===== src/core/dcm_pkg.sv =====
// package: constants, keyword tables and carrier structs for the class match block
// Operation
// - with source ipv6 matching on, the leading prefix-length bits of the source address must equal the configured source prefix.
// - with destination ipv6 matching on, the leading prefix-length bits of the destination address must equal the configured prefix.
// - with source port matching on, a tcp/udp source port matches when equal to the port, or inside the range when a range is set.
// - with destination port matching on, a tcp/udp destination port matches when equal to the port, or inside the range when set.
// - a selected service keyword supplies the port number and overrides the configured port and range.
// - with code-point matching on, the upper six bits of the service type octet are compared with the configured code point.
// - the code point comes from a keyword translated to its value, or from a raw value ignored whenever a keyword is chosen.
// - with precedence matching on, the upper three bits of the service type octet must equal the configured precedence.
// - with type-of-service matching on, the whole eight-bit service type octet is compared with an eight-bit value.
// - only positions set in the eight-bit mask take part in the type-of-service compare.
package dcm_pkg;

  localparam int ADDR_W = 128;
  localparam int PLEN_W = 8;
  localparam int PORT_W = 16;
  localparam int CP_W = 6;
  localparam int PREC_W = 3;
  localparam int TOS_W = 8;
  localparam int KW_W = 4;
  localparam int CP_LSB = 2;
  localparam int PREC_LSB = 5;
  localparam logic [PLEN_W-1:0] PLEN_MAX = 8'h80;

  // apb register byte offsets
  localparam logic [7:0] OFS_CTRL = 8'h00;
  localparam logic [7:0] OFS_SRC_PFX0 = 8'h10;
  localparam logic [7:0] OFS_DST_PFX0 = 8'h20;
  localparam logic [7:0] OFS_PLEN = 8'h30;
  localparam logic [7:0] OFS_SPORT = 8'h34;
  localparam logic [7:0] OFS_DPORT = 8'h38;
  localparam logic [7:0] OFS_KW = 8'h3C;
  localparam logic [7:0] OFS_TOS = 8'h40;
  localparam logic [7:0] OFS_STAT = 8'h44;
  localparam logic [7:0] OFS_HITS = 8'h48;

  // control register bit positions
  localparam int EN_SRC6 = 0;
  localparam int EN_DST6 = 1;
  localparam int EN_SPORT = 2;
  localparam int EN_DPORT = 3;
  localparam int EN_DSCP = 4;
  localparam int EN_PREC = 5;
  localparam int EN_TOS = 6;
  localparam int SRANGE_BIT = 8;
  localparam int DRANGE_BIT = 9;
  localparam int CTRL_W = 10;
  localparam logic [31:0] CTRL_RST = 32'h0000_0000;

  // number of criteria in the match vector; the control register bit positions serve as their indices
  localparam int NCRIT = 7;

  typedef struct packed {
    logic [ADDR_W-1:0] src_addr;
    logic [ADDR_W-1:0] dst_addr;
    logic [PORT_W-1:0] src_port;
    logic [PORT_W-1:0] dst_port;
    logic l4_valid;
    logic [TOS_W-1:0] svc_type;
  } dcm_hdr_type;

  typedef struct packed {
    logic valid;
    logic hit;
    logic [NCRIT-1:0] crit;
  } dcm_result_type;

  typedef struct packed {
    logic [CTRL_W-1:0] ctrl;
    logic [ADDR_W-1:0] src_pfx;
    logic [ADDR_W-1:0] dst_pfx;
    logic [PLEN_W-1:0] src_plen;
    logic [PLEN_W-1:0] dst_plen;
    logic [PORT_W-1:0] sport_lo;
    logic [PORT_W-1:0] sport_hi;
    logic [PORT_W-1:0] dport_lo;
    logic [PORT_W-1:0] dport_hi;
    logic [KW_W-1:0] skw;
    logic [KW_W-1:0] dkw;
    logic [KW_W-1:0] cpkw;
    logic [CP_W-1:0] cp_raw;
    logic [PREC_W-1:0] prec;
    logic [TOS_W-1:0] tos_bits;
    logic [TOS_W-1:0] tos_mask;
  } dcm_cfg_type;

  // service keyword to port; code 0 means no keyword
  function automatic logic [PORT_W-1:0] kw_port(input logic [KW_W-1:0] kw);
    logic [PORT_W-1:0] p;
    p = 16'h0000;
    case (kw)
      4'h1: p = 16'h0015;
      4'h2: p = 16'h0016;
      4'h3: p = 16'h0017;
      4'h4: p = 16'h0019;
      4'h5: p = 16'h0035;
      4'h6: p = 16'h0045;
      4'h7: p = 16'h0050;
      4'h8: p = 16'h006E;
      4'h9: p = 16'h007B;
      4'hA: p = 16'h00A1;
      4'hB: p = 16'h01BB;
      default: p = 16'h0000;
    endcase
    return p;
  endfunction

  // code-point keyword to value; code 0 means raw value
  function automatic logic [CP_W-1:0] kw_dscp(input logic [KW_W-1:0] kw);
    logic [CP_W-1:0] v;
    v = 6'h00;
    case (kw)
      4'h1: v = 6'h00;
      4'h2: v = 6'h0A;
      4'h3: v = 6'h12;
      4'h4: v = 6'h1A;
      4'h5: v = 6'h22;
      4'h6: v = 6'h2E;
      4'h7: v = 6'h08;
      4'h8: v = 6'h10;
      4'h9: v = 6'h18;
      4'hA: v = 6'h20;
      4'hB: v = 6'h28;
      4'hC: v = 6'h30;
      4'hD: v = 6'h38;
      default: v = 6'h00;
    endcase
    return v;
  endfunction

  // prefix mask with the top plen bits set
  function automatic logic [ADDR_W-1:0] pfx_mask(input logic [PLEN_W-1:0] plen);
    logic [ADDR_W-1:0] m;
    m = '0;
    for (int i = 0; i < ADDR_W; i++) begin
      if (i < int'(plen)) begin
        m[ADDR_W-1-i] = 1'b1;
      end
    end
    return m;
  endfunction

endpackage


===== src/core/dcm_port_match.sv =====
// port criterion: keyword, exact port or continuous range
`timescale 1ns/1ps
module dcm_port_match
  import dcm_pkg::*;
(
  input wire logic [dcm_pkg::PORT_W-1:0] pkt_port,
  input wire logic [dcm_pkg::KW_W-1:0] kw,
  input wire logic range_en,
  input wire logic [dcm_pkg::PORT_W-1:0] lo,
  input wire logic [dcm_pkg::PORT_W-1:0] hi,
  output logic hit
);
  always_comb begin
    if (kw != '0) begin
      hit = (pkt_port == kw_port(kw));
    end else if (range_en) begin
      hit = (pkt_port >= lo) && (pkt_port <= hi);
    end else begin
      hit = (pkt_port == lo);
    end
  end
endmodule


===== src/core/dcm_prefix_match.sv =====
// ipv6 prefix criterion: leading plen bits must agree
`timescale 1ns/1ps
module dcm_prefix_match
  import dcm_pkg::*;
(
  input wire logic [dcm_pkg::ADDR_W-1:0] addr,
  input wire logic [dcm_pkg::ADDR_W-1:0] pfx,
  input wire logic [dcm_pkg::PLEN_W-1:0] plen,
  output logic hit
);
  logic [ADDR_W-1:0] m;
  always_comb begin
    m = pfx_mask(plen);
    hit = ((addr ^ pfx) & m) == '0;
  end
endmodule


===== src/core/dcm_class_match.sv =====
// class match top: apb config registers, criterion compare, registered result
//
// The APB interface to the registers and the placing of the registers are this design's own decisions.
`timescale 1ns/1ps
module dcm_class_match
  import dcm_pkg::*;
(
  input wire logic pclk,
  input wire logic presetn,
  input wire logic clk_en,
  input wire logic psel,
  input wire logic penable,
  input wire logic pwrite,
  input wire logic [7:0] paddr,
  input wire logic [31:0] pwdata,
  output logic [31:0] prdata,
  output logic pready,
  output logic pslverr,
  input wire logic hdr_valid,
  input wire dcm_pkg::dcm_hdr_type hdr,
  output dcm_pkg::dcm_result_type result
);

  typedef struct packed {
    dcm_cfg_type cfg;
    dcm_result_type res;
    logic [31:0] rdata;
    logic err;
    logic [31:0] hits;
  } dcm_state_type;

  dcm_state_type s_q;
  dcm_state_type s_d;

  logic src6_hit;
  logic dst6_hit;
  logic sport_hit;
  logic dport_hit;
  logic [CP_W-1:0] cp_cfg;
  logic [NCRIT-1:0] crit;
  logic [NCRIT-1:0] en;
  logic all_hit;
  logic wr;
  logic rd;
  logic [1:0] word;

  dcm_prefix_match u_src6 (
    .addr(hdr.src_addr),
    .pfx(s_q.cfg.src_pfx),
    .plen(s_q.cfg.src_plen),
    .hit(src6_hit)
  );

  dcm_prefix_match u_dst6 (
    .addr(hdr.dst_addr),
    .pfx(s_q.cfg.dst_pfx),
    .plen(s_q.cfg.dst_plen),
    .hit(dst6_hit)
  );

  dcm_port_match u_sport (
    .pkt_port(hdr.src_port),
    .kw(s_q.cfg.skw),
    .range_en(s_q.cfg.ctrl[SRANGE_BIT]),
    .lo(s_q.cfg.sport_lo),
    .hi(s_q.cfg.sport_hi),
    .hit(sport_hit)
  );

  dcm_port_match u_dport (
    .pkt_port(hdr.dst_port),
    .kw(s_q.cfg.dkw),
    .range_en(s_q.cfg.ctrl[DRANGE_BIT]),
    .lo(s_q.cfg.dport_lo),
    .hi(s_q.cfg.dport_hi),
    .hit(dport_hit)
  );

  always_comb begin
    // keyword wins over the raw code point
    cp_cfg = (s_q.cfg.cpkw != '0) ? kw_dscp(s_q.cfg.cpkw) : s_q.cfg.cp_raw;
    crit[EN_SRC6] = src6_hit;
    crit[EN_DST6] = dst6_hit;
    crit[EN_SPORT] = hdr.l4_valid && sport_hit;
    crit[EN_DPORT] = hdr.l4_valid && dport_hit;
    crit[EN_DSCP] = hdr.svc_type[TOS_W-1:CP_LSB] == cp_cfg;
    crit[EN_PREC] = hdr.svc_type[TOS_W-1:PREC_LSB] == s_q.cfg.prec;
    crit[EN_TOS] = ((hdr.svc_type ^ s_q.cfg.tos_bits) & s_q.cfg.tos_mask) == '0;
    en = s_q.cfg.ctrl[NCRIT-1:0];
    all_hit = &(crit | ~en);
  end

  assign wr = psel && penable && pwrite;
  assign rd = psel && !penable && !pwrite;
  assign word = paddr[3:2];
  assign pready = 1'b1;
  assign prdata = s_q.rdata;
  assign pslverr = s_q.err;
  assign result = s_q.res;

  function automatic logic mapped(input logic [7:0] a);
    logic ok;
    ok = 1'b0;
    if (a[1:0] == 2'b00) begin
      ok = (a <= OFS_HITS);
      if (a > OFS_TOS && a < OFS_STAT) begin
        ok = 1'b0;
      end
      if (a > OFS_CTRL && a < OFS_SRC_PFX0) begin
        ok = 1'b0;
      end
    end
    return ok;
  endfunction

  always_comb begin
    s_d = s_q;
    s_d.res.valid = hdr_valid;
    if (hdr_valid) begin
      s_d.res.hit = all_hit;
      s_d.res.crit = crit & en;
      if (all_hit) begin
        s_d.hits = s_q.hits + 32'h0000_0001;
      end
    end else begin
      s_d.res.hit = 1'b0;
    end
    // read data prepared in the setup cycle, error flagged for the access phase
    if (psel && !penable) begin
      s_d.err = !mapped(paddr);
    end
    if (rd) begin
      s_d.rdata = 32'h0000_0000;
      if (paddr >= OFS_SRC_PFX0 && paddr < OFS_DST_PFX0) begin
        s_d.rdata = s_q.cfg.src_pfx[32*(3-int'(word)) +: 32];
      end else if (paddr >= OFS_DST_PFX0 && paddr < OFS_PLEN) begin
        s_d.rdata = s_q.cfg.dst_pfx[32*(3-int'(word)) +: 32];
      end else begin
        unique case (paddr)
          OFS_CTRL: s_d.rdata = {22'h000000, s_q.cfg.ctrl};
          OFS_PLEN: s_d.rdata = {16'h0000, s_q.cfg.dst_plen, s_q.cfg.src_plen};
          OFS_SPORT: s_d.rdata = {s_q.cfg.sport_hi, s_q.cfg.sport_lo};
          OFS_DPORT: s_d.rdata = {s_q.cfg.dport_hi, s_q.cfg.dport_lo};
          OFS_KW: s_d.rdata = {14'h0000, s_q.cfg.cp_raw, s_q.cfg.cpkw, s_q.cfg.dkw,
                               s_q.cfg.skw};
          OFS_TOS: s_d.rdata = {13'h0000, s_q.cfg.prec, s_q.cfg.tos_mask, s_q.cfg.tos_bits};
          OFS_STAT: s_d.rdata = {23'h000000, s_q.res.crit, s_q.res.hit, s_q.res.valid};
          OFS_HITS: s_d.rdata = s_q.hits;
          default: s_d.rdata = 32'h0000_0000;
        endcase
      end
    end
    if (wr && !s_q.err) begin
      if (paddr >= OFS_SRC_PFX0 && paddr < OFS_DST_PFX0) begin
        s_d.cfg.src_pfx[32*(3-int'(word)) +: 32] = pwdata;
      end else if (paddr >= OFS_DST_PFX0 && paddr < OFS_PLEN) begin
        s_d.cfg.dst_pfx[32*(3-int'(word)) +: 32] = pwdata;
      end else begin
        unique case (paddr)
          OFS_CTRL: s_d.cfg.ctrl = pwdata[CTRL_W-1:0];
          OFS_PLEN: begin
            s_d.cfg.src_plen = (pwdata[7:0] > PLEN_MAX) ? PLEN_MAX : pwdata[7:0];
            s_d.cfg.dst_plen = (pwdata[15:8] > PLEN_MAX) ? PLEN_MAX : pwdata[15:8];
          end
          OFS_SPORT: begin
            s_d.cfg.sport_lo = pwdata[15:0];
            s_d.cfg.sport_hi = pwdata[31:16];
          end
          OFS_DPORT: begin
            s_d.cfg.dport_lo = pwdata[15:0];
            s_d.cfg.dport_hi = pwdata[31:16];
          end
          OFS_KW: begin
            s_d.cfg.skw = pwdata[3:0];
            s_d.cfg.dkw = pwdata[7:4];
            s_d.cfg.cpkw = pwdata[11:8];
            s_d.cfg.cp_raw = pwdata[17:12];
          end
          OFS_TOS: begin
            s_d.cfg.tos_bits = pwdata[7:0];
            s_d.cfg.tos_mask = pwdata[15:8];
            s_d.cfg.prec = pwdata[18:16];
          end
          OFS_HITS: s_d.hits = 32'h0000_0000;
          default: s_d.hits = s_d.hits;
        endcase
      end
    end
  end

  always_ff @(posedge pclk or negedge presetn) begin
    if (!presetn) begin
      s_q <= '0;
    end else if (clk_en) begin
      s_q <= s_d;
    end
  end

endmodule


===== config.mk =====
export PLATFORM = sky130hd
export DESIGN_NAME = dcm_class_match
export DESIGN_NICKNAME = d
export VERILOG_FILES = /design/src/core/dcm_pkg.sv /design/src/core/dcm_port_match.sv /design/src/core/dcm_prefix_match.sv /design/src/core/dcm_class_match.sv
export SDC_FILE = /design/constraint.sdc
export NUM_CORES = 1
export LEC_CHECK = 0
export BUFFER_PORTS_ARGS = -buffer_cell sky130_fd_sc_hd__buf_4
export CAP_MARGIN = 20
export CORE_ASPECT_RATIO = 1.75
export CORE_MARGIN = 2
export CORE_UTILIZATION = 50
export CTS_BUF_LIST = sky130_fd_sc_hd__clkbuf_16
export CTS_CLUSTER_DIAMETER = 100
export DETAILED_ROUTE_END_ITERATION = 16
export PLACE_DENSITY = 0.71
export SKIP_LAST_GASP = 1
export SLEW_MARGIN = 10
export SYNTH_ARGS = -nofsm -noshare
export SYNTH_HDL_FRONTEND = slang
export SYNTH_SLANG_ARGS = --single-unit

===== constraint.sdc =====
create_clock -name pclk -period 3.7 [get_ports pclk]
set_clock_uncertainty 0.1 [all_clocks]
set_input_delay 0.185 -clock pclk [delete_from_list [all_inputs] [get_ports pclk]]
set_output_delay 0.185 -clock pclk [all_outputs]
set_load 0.01 [all_outputs]

; ---- After elaboration in Yosys (flattened, before gate mapping)
; Memory sizes are Yosys's and may differ from the RTL's.
; Cells that the tools add are included.
[op_classes]
add_sub_neg = 3
magnitude_cmp = 271
eq_ne = 13
n_shift = 4
muxes = 281
n_bitwise = 11
reduce_logical = 37
[op_table]
columns = cell, count
row1 = < comparator 7 x 8 -> 1 bit (first input constant), 128
row2 = < comparator 6 x 8 -> 1 bit (first input constant), 64
row3 = 2-to-1 mux 1 bit, 265
row4 = AND 128 bit, 2
row5 = bitwise mux 128 bit, 2
row6 = logical NOT 128 bit, 2
row7 = < comparator 5 x 8 -> 1 bit (first input constant), 32
row8 = 2-to-1 mux 32 bit, 8
row9 = one-hot mux 32 bit (8 select lines), 1
row10 = variable part select 128 x 8 -> 32 bit, 2
row11 = bitwise XOR 128 bit, 2
row12 = < comparator 4 x 8 -> 1 bit (first input constant), 16
row13 = variable shift 32 x 33 -> 128 bit (first input constant), 1
row14 = variable part select 32 x 33 -> 128 bit, 1
row15 = == test 16 bit, 4
row16 = < comparator 3 x 8 -> 1 bit (first input constant), 8
row17 = negator 8 -> 33 bit, 1
row18 = adder 32 x 1 -> 32 bit (second input constant), 1
row19 = == test 8 x 6 -> 1 bit (second input constant), 4
row20 = >= comparator 16 bit, 2
row21 = <= comparator 16 bit, 2
row22 = < comparator 1 x 8 -> 1 bit (first input constant), 4
row23 = < comparator 2 x 8 -> 1 bit (first input constant), 4
row24 = 2-to-1 mux 16 bit, 2
row25 = other kinds (31), 62
[word_totals]
reg_bits = 457
mem_bits_ro = 368
output_inout_bits = 43
mem_count = 3
[mem_list]
columns = name, words, word_bits, rd, rd_clocked_by_memory_dff, write_ports, line
row1 = (name not given), 16, 9, 1, 0, 0, dcm_pkg.sv:92  ; case (kw)
row2 = (name not given), 16, 9, 1, 0, 0, dcm_pkg.sv:92
row3 = (name not given), 16, 5, 1, 0, 0, dcm_pkg.sv:113  ; case (kw)

; ---- Longest topological paths before layout
; Gate-level depths: netlist of the first run.
[logic_depth]
word_depth = 13
mapped_depth = 12

; ---- Hierarchy
; From an unflattened synthesis of the first run, not the netlist that was laid out.
[hier_totals]
cells_unflattened = 3056
hier_area_um2 = 28950.3
[modules_own_cells]
columns = module, instances, cells_per_inst, area_each_um2, seq_area_each_um2
row1 = dcm_class_match, 1, 1962, 21311.7, 11436.0
row2 = dcm_prefix_match at u_dst6, 1, 384, 2692.6, 0.0
row3 = dcm_prefix_match at u_src6, 1, 378, 2561.2, 0.0
row4 = dcm_port_match, 2, 166, 1192.4, 0.0

; ---- Least setup slack after synthesis of the first run
; OpenSTA, ideal clock, no wires.
[synth_path]
path_kind = reg2reg
from = register s_q[178] in the netlist's numbering
to = register s_q[2] in the netlist's numbering
arrival_time_ns = 3.049
required_time_ns = 3.521
setup_slack_ns = 0.472
path_stages_with_launch = 13
path_buffers = 3
cell_sequence = dfrtp_1 > buf_6 > or4_1 > buf_2 > o21ai_1 > and3_1 > nand3_1 > or4b_4 > o41ai_4 > buf_6 > nand4_1 > nor4_2 > mux2i_1
[synth_via]
elab_chain_len = 12
[synth_lines]
columns = item, line
row1 = from (decl), dcm_class_match.sv:32  ; dcm_state_type s_q;
row2 = from (signal assigned), dcm_class_match.sv:193  ; s_q <= '0;
row3 = from (signal assigned), dcm_class_match.sv:195  ; s_q <= s_d;
row4 = < comparator 7 x 8 -> 1 bit (tied with other cells), dcm_pkg.sv:137  ; if (i < int'(plen)) begin
row5 = 2-to-1 mux 1 bit, dcm_pkg.sv:137
row6 = AND 128 bit (*), dcm_prefix_match.sv:14  ; hit = ((addr ^ pfx) & m) == '0;
row7 = logical NOT 128 bit (*), dcm_prefix_match.sv:14
row8 = bitwise OR 7 bit (*), dcm_class_match.sv:90  ; all_hit = &(crit | ~en);
row9 = AND reduction 7 bit (*), dcm_class_match.sv:90
row10 = 2-to-1 mux 32 bit (*), dcm_class_match.sv:122  ; if (all_hit) begin
row11 = 2-to-1 mux 32 bit (*), dcm_class_match.sv:119  ; if (hdr_valid) begin
row12 = 2-to-1 mux 32 bit, dcm_class_match.sv:159  ; unique case (paddr)
row13 = 2-to-1 mux 32 bit, dcm_class_match.sv:156  ; end else if (paddr >= OFS_DST_PFX0 && paddr < OFS_PLEN) begin
row14 = 2-to-1 mux 32 bit, dcm_class_match.sv:154  ; if (paddr >= OFS_SRC_PFX0 && paddr < OFS_DST_PFX0) begin
row15 = 2-to-1 mux 32 bit (*), dcm_class_match.sv:153  ; if (wr && !s_q.err) begin
; Every way passes the cells marked *; elsewhere a longest branch is shown, timed or not.
; A chain may end at the register's enable or synchronous reset.

; ---- Worst setup path after layout of the first run
[layout_path]
from = register s_q[178] in the netlist's numbering
to = register s_q[30] in the netlist's numbering
; The elaborated chain is that of the path after synthesis.

==> impl_metrics.ini, run 1 <==
[setup_path]
required_ps = 4110
critPathMaxFanout = 36
cp-start-kind = register
cp_cell_sequence = buf_4 > a211o_1 > o21a_1 > a221o_1 > nor4_1 > buf_4 > a22oi_1 > o41ai_4 > buf_4 > buf_12 > nand4_1 > nor4_2 > mux2i_1
cp_common_cell = buf_4
crit_type = reg2reg
slowest_delay_ps = 440
slowest_stage = a211o_1
cp-end-kind = register
worstPathArrival_ps = 4020

[routing]
post_drt_wl_per_cell_um = 31.0
wl_met2_mm = 63.3
met1_length_mm = 45.5
vias = 28600
ant_nets = 0
dr.max_layer_used = met5
drc = 0
drt-initial-drc-count = 3347
vias_per_cell = 6.50
first_pass_iters = 7
drt-total-wl_mm = 137
wl_met3_mm = 12.5

[clocking]
clkLatencyLatePin_ps = 600
cts.sinks = 457
cts_tree = yes
cts_made_buffers = 45
cts_root_buf = clkbuf_16
cts_max_path_buffers = 3
htree_levels = 2
clk_pin_slew_ps = 70

[flow_run]
drv_cap = 0

[layout]
drive_above_1_share = 0.220
fillers = 5278
nets = 4025
area_growth_pct = 20.6

[sta]
report.final.slew_viol_count = 0
rsz0062_at_grt = false
hold_viol = 0
max_freq_mhz = 277
setup_violations = 0
period_needed_ps = 3610
finalCritPeriodShare = 0.975
tns_ps = 0
fin_hold_ws_ps = 67.2
tightest_slew_ps = 1030
slew_headroom = 0.306

[synthesis]
synth_mux_area_frac = 0.0806
synth_compound_area_frac = 0.179
synth_ff_type = dfrtp_1
syn_inst = 3248
synth_top_family_by_area = compound AO/OA/AOI/OAI gates
ys_seq_area_frac = 0.391
synth_edf_count = 0
ys_ff_latch = 457
synth_xor_area_frac = 0.0860
ys_warn_count = 0
syn_nets = 3681
ys_async_sr_fraction = 1.00
yosys.area_share.simple = 0.170
synthTopCellsByArea = dfrtp_1 39%, o21ai_0 8.8%, nand2_1 7.5%, xor2_1 5.8%, mux4_2 5.0%
synth_top_area_frac = 0.391
yosys.area.top_type = dfrtp_1
post_synth.cell_area_avg_um2 = 9.00
synth_fa_ha_area_frac = 0.0391
synth_cell_types = 79
mappedNetlistArea_um2 = 29200

[grt]
grt_overflow = 0
grt_pass1_wl_mm = 194
antenna_found_initial = 5
grt_pass1_vias = 28200
grt_usage = 0.446
grt_start_max_net_pins = 79

[power_and_ir_drop]
pwr_density_cell_nw_per_um2 = 333
vdd_drop_max_uv = 373
leakage_nw = 16.1

[floorplan]
pin_count = 387
start_util = 0.504
die_h_um = 324
rows = 117
die_w_um = 187
dieArea_um2 = 60500
coreArea_um2 = 58000

[placed_design]
hpwl_mm = 105
port-buffer-count = 385
place_congestion = 1.05

[run_status]
status = complete, no violations

[worst_hold_path]
hold_class = in2async
## per-stage QoR
step                cell area [µm²]  utilization  std cells  worst slack, ps  total power [W]
floorplan                     29200            -       3248              472          0.00585
global placement              33100        0.571       4270             40.7          0.00675
detailed placement            33100        0.571       4270            -25.7          0.00676
CTS                           35100        0.605       4394             8.64           0.0117
global route                  35200        0.608       4400             1.12           0.0120
finish                        35200        0.608       4402             92.8           0.0117
## metal layers
layer / GRT usage / up-vias
li1: - / 12200
met1: 0.497 / 13900
met2: 0.724 / 1926
met3: 0.0879 / 599
met4: 0.409 / 8
met5: 0 / -
## report_power, final
part | switching, W | internal (W)
Combinational | 0.000928 | 0.000634
Clock | 0.00219 | 0.00280
Sequential | 0.000106 | 0.00508
Total | 0.00323 | 0.00851
## Yosys cell counts (all sizes together), types with 4 or more instances
library cell and n:
nand2 585, o21ai 528, dfrtp 457, xor2 193, clkbuf 189, a21oi 106, xnor2 94, ha 89
inv 87, nor2 81, buf 79, nand4 70, mux4 65, nor4 57, nand2b 54, mux2 49
nand3 47, a22oi 44, mux2i 34, a31oi 30, nor3 29, a21o 28, a221oi 22, a222oi 20
a22o 19, and3 19, o22ai 15, a221o 12, and2 10, nor2b 10, o21a 9, or2 9
or3 9, or4b 8, a211oi 7, o211ai 7, and4 6, nand4bb 6, o2111ai 6, or4 6
nor4b 5, o211a 5, nand4b 4, o31ai 4
## kinds of logic after synthesis
kind of cell / count (synthesis)
DFF: 457
AOI/OAI and AO/OA: 886
and+or+nand+nor: 1022
xor gates and xnor gates: 287
buffers and inverters: 355
muxes: 148
other: 1
adders and majority gates: 92
## cell type report
| cell class | instances | area (µm²) | share of cell area |
|---|---|---|---|
| multi-input combinational | 2436 | 16400 | 0.466 |
| clock buffer | 47 | 1180 | 0.0334 |
| clock inverter | 35 | 357 | 0.0101 |
| tap | 773 | 967 | 0.0274 |
| sequential | 457 | 11400 | 0.325 |
| antenna | 2 | 5.00 | 0.000142 |
| inverter | 87 | 327 | 0.00927 |
| timing repair buffer | 565 | 4550 | 0.129 |
## layout by cell type, fill, tap and decap left out, types with 10 or more instances in the layout
cell type	instances
o22ai_1	15
buf_4	506
a222oi_1	20
ha_1	89
nand4_1	70
xor2_1	193
nand3_1	46
nor2_1	78
o21ai_0	512
a22o_1	19
nor4_1	23
a221o_1	12
a21o_1	28
o21ai_1	16
xnor2_1	94
nand2b_1	53
mux2_2	49
and3_1	19
clkbuf_16	48
dlygate4sd3_1	42
buf_12	14
nor3_1	27
mux4_2	65
a21oi_1	105
inv_1	95
nor4_2	32
a22oi_1	44
nand2_1	577
mux2i_1	34
a221oi_1	22
a31oi_1	29
dfrtp_1	452
and2_1	10
## critical path, delay by kind of cell (launching register included)
kind                   cells  cell delay, ps
AOI/OAI and AO/OA          5            1450
buffers and inverters      4             780
and+or+nand+nor            3             550
muxes                      1             260
DFF                        1             380
## path summary, 6_finish.rpt
| kind | from | endpoint | slack (ps) | cells past startpoint |
|---|---|---|---|---|
| max reg2reg | s_q[178] | s_q[30] | 90 | 13 |
| min | presetn | s_q[426] | 70 | 2 |
| min in group pclk | pwrite | prdata[6] | 70 | 5 |
| max in group asynchronous | presetn | s_q[279] | 2250 | 4 |
| max | s_q[178] | s_q[30] | 90 | 13 |
| min reg2reg | prdata[14] | prdata[14] | 390 | 2 |
## sequential cells by signal (all words and copies together), names as in the netlist
name,cells
en,7
result,9
s_q,408
prdata,32
pslverr,1
## timing repair
action	CTS	global route
pin swaps	0	5
hold buffers	42	0
endpoints found under the setup margin	7	33
resized for setup	1	31
buffers inserted	0	5
endpoints found under the hold margin	445	0
gates cloned	0	1
(Power assumes the default switching activity.)
==> run 2, diff against run 1 <==
--- a/config.mk
+++ b/config.mk
@@ -7,13 +7,16 @@
 export LEC_CHECK = 0
 export BUFFER_PORTS_ARGS = -buffer_cell sky130_fd_sc_hd__buf_4
 export CAP_MARGIN = 20
+export CELL_PAD_IN_SITES_DETAIL_PLACEMENT = 0
+export CELL_PAD_IN_SITES_GLOBAL_PLACEMENT = 1
 export CORE_ASPECT_RATIO = 1.75
 export CORE_MARGIN = 2
-export CORE_UTILIZATION = 50
+export CORE_UTILIZATION = 45
 export CTS_BUF_LIST = sky130_fd_sc_hd__clkbuf_16
 export CTS_CLUSTER_DIAMETER = 100
 export DETAILED_ROUTE_END_ITERATION = 16
-export PLACE_DENSITY = 0.71
+export PLACE_DENSITY = 0.81
+export RECOVER_POWER = 100
 export SKIP_LAST_GASP = 1
 export SLEW_MARGIN = 10
 export SYNTH_ARGS = -nofsm -noshare
==> run 2 against run 1 <==
Against the previous run:
- the flow now finishes with violations (capacitance limit, slew limit)
- routed wire length rose by 5.6%
- first-iteration DRC count decreased by 14%
- die area grew 11%
- flip-flop and latch count unchanged
- cell area fell by 0.56%
- core utilization is 6.3 points lower
- critical path depth down 1
- sequential power about the same
- combinational power decreased by 3%
- setup slack worse by 30 ps
- hold slack lost 3.3 ps
- final cell count grew 1.1%
==> impl_metrics.ini, run 2 (synthesized netlist as in run 1, its figures left out) <==
[sta]
max_freq_mhz = 275
fin_hold_ws_ps = 63.9
tightest_slew_ps = 2030
period_needed_ps = 3640
setup_ws_ps = 63.0
hold_viol = 0
finalCritPeriodShare = 0.983
report.final.slew_viol_count = 208
slew_headroom = -0.356
setup_violations = 0

[routing]
ant_nets = 0
drt-initial-drc-count = 2878
vias = 28400
post_drt_wl_per_cell_um = 32.4
drc = 0
first_pass_iters = 8
vias_per_cell = 6.38
drt-total-wl_mm = 144

[placed_design]
hpwl_mm = 112
place_congestion = 1.04
port-buffer-count = 385
preCtsSetupSlack_ps = -148

[clocking]
clkLatencyLatePin_ps = 630
cts_tree = yes
cts_made_buffers = 46
cts.sinks = 457
clk_pin_slew_ps = 70
htree_levels = 2
cts_root_buf = clkbuf_16
cts_max_path_buffers = 3

[grt]
grt_start_max_net_pins = 116
grt_usage = 0.427
antenna_found_initial = 16
grt_pass1_wl_mm = 203
grt_overflow = 0
grt_pass1_vias = 28500

[flow_run]
drv_cap = 3

[setup_path]
slowest_stage = or4_4
reg2reg_slack_ps = 60
cp-end-kind = register
crit_type = reg2reg
r2r-end = s_q[20]
cp-start-kind = register
slowest_delay_ps = 590
worstPathArrival_ps = 4070
r2r-start = s_q[190]
crit_path_end = s_q[20]
cp_cell_sequence = buf_4 > or4_4 > o21ai_1 > a22oi_1 > a2111oi_2 > nand3_1 > nor4_2 > buf_4 > a21boi_4 > buf_12 > nor4_2 > mux2i_1
critPathMaxFanout = 30
crit_start = s_q[190]
required_ps = 4140
ff2ff_path_depth = 12

[floorplan]
dieArea_um2 = 67100
start_util = 0.454
rows = 123
die_w_um = 197
die_h_um = 341
pin_count = 387
coreArea_um2 = 64300

[worst_hold_path]
hold_class = in2reg

[layout]
fillers = 5952
largest_reg_flops = 408
final_common_cell = nand2_1
top_register = s_q
area_growth_pct = 19.9
final_cell_mix = 577 x nand2_1, 510 x o21ai_0, 451 x dfrtp_1
nets = 4031
drive_above_1_share = 0.210

[run_status]
violations = capacitance limit, slew limit
status = complete, but fails checks

[power_and_ir_drop]
vdd_drop_max_uv = 300
pwr_density_cell_nw_per_um2 = 336
leakage_nw = 15.9
run 2: what timing repair did:
| item | in CTS | in global routing |
|---|---|---|
| resized for setup | 13 | 35 |
| endpoints found under the setup margin | 30 | 30 |
| hold buffers | 43 | 0 |
| pin swaps | 0 | 5 |
| hold endpoints to repair | 478 | 0 |
| setup buffers | 0 | 3 |
run 2: worst min-delay path by stage:
stage,from,to,slack [ps],depth (start not counted)
final,pwrite,prdata[8],60,5
after CTS,presetn,s_q[421],10,2
after detailed placement,presetn,s_q[325],60,1
after global routing,pwrite,prdata[8],90,5
after floorplan,presetn,en[0],-210,0
after global placement,presetn,s_q[325],60,1
run 2: worst max-delay path: cells and delay by family, from the launching register on:
kind / cells / cell delay [ps]
AOI/OAI and AO/OA: 4 / 740
buffers and inverters: 3 / 560
DFF: 1 / 480
muxes: 1 / 230
and+or+nand+nor: 4 / 1420
run 2: area by class of cell:
cell class,count,area (µm²),area share
Multi-Input combinational cell,2436,16400,0.469
Sequential cell,457,11400,0.327
Timing Repair Buffer,570,4240,0.121
Clock buffer,49,1230,0.0350
Tap cell,812,1020,0.0290
Clock inverter,37,337,0.00960
Inverter,87,327,0.00932
Antenna cell,3,7.51,0.000214
run 2: power breakdown:
group / switching, W / internal (W)
clock network: 0.00230 / 0.00277
logic: 0.000928 / 0.000578
registers: 0.000119 / 0.00508
total: 0.00334 / 0.00843
run 2: layer usage:
layer / global-route usage / up-vias / wire, µm / share of wire
met5: 0 / - / 140 / 0.00097
met4: 0.355 / 22 / 14800 / 0.10
met3: 0.108 / 525 / 12500 / 0.087
met2: 0.692 / 1669 / 67300 / 0.47
met1: 0.472 / 13900 / 49500 / 0.34
li1: - / 12200 / - / -
run 2: through the flow:
stage | instances | utilization | power [W] | cell area [µm²] | TNS [ps]
2_1_floorplan | 3248 | - | 0.00585 | 29200 | 0
6_report | 4451 | 0.545 | 0.0118 | 35000 | 0
4_1_cts | 4445 | 0.547 | 0.0118 | 35200 | 0
5_1_grt | 4448 | 0.545 | 0.0121 | 35000 | -1990
3_5_place_dp | 4316 | 0.515 | 0.00678 | 33100 | -1980
3_3_place_gp | 4316 | 0.515 | 0.00676 | 33100 | -1830
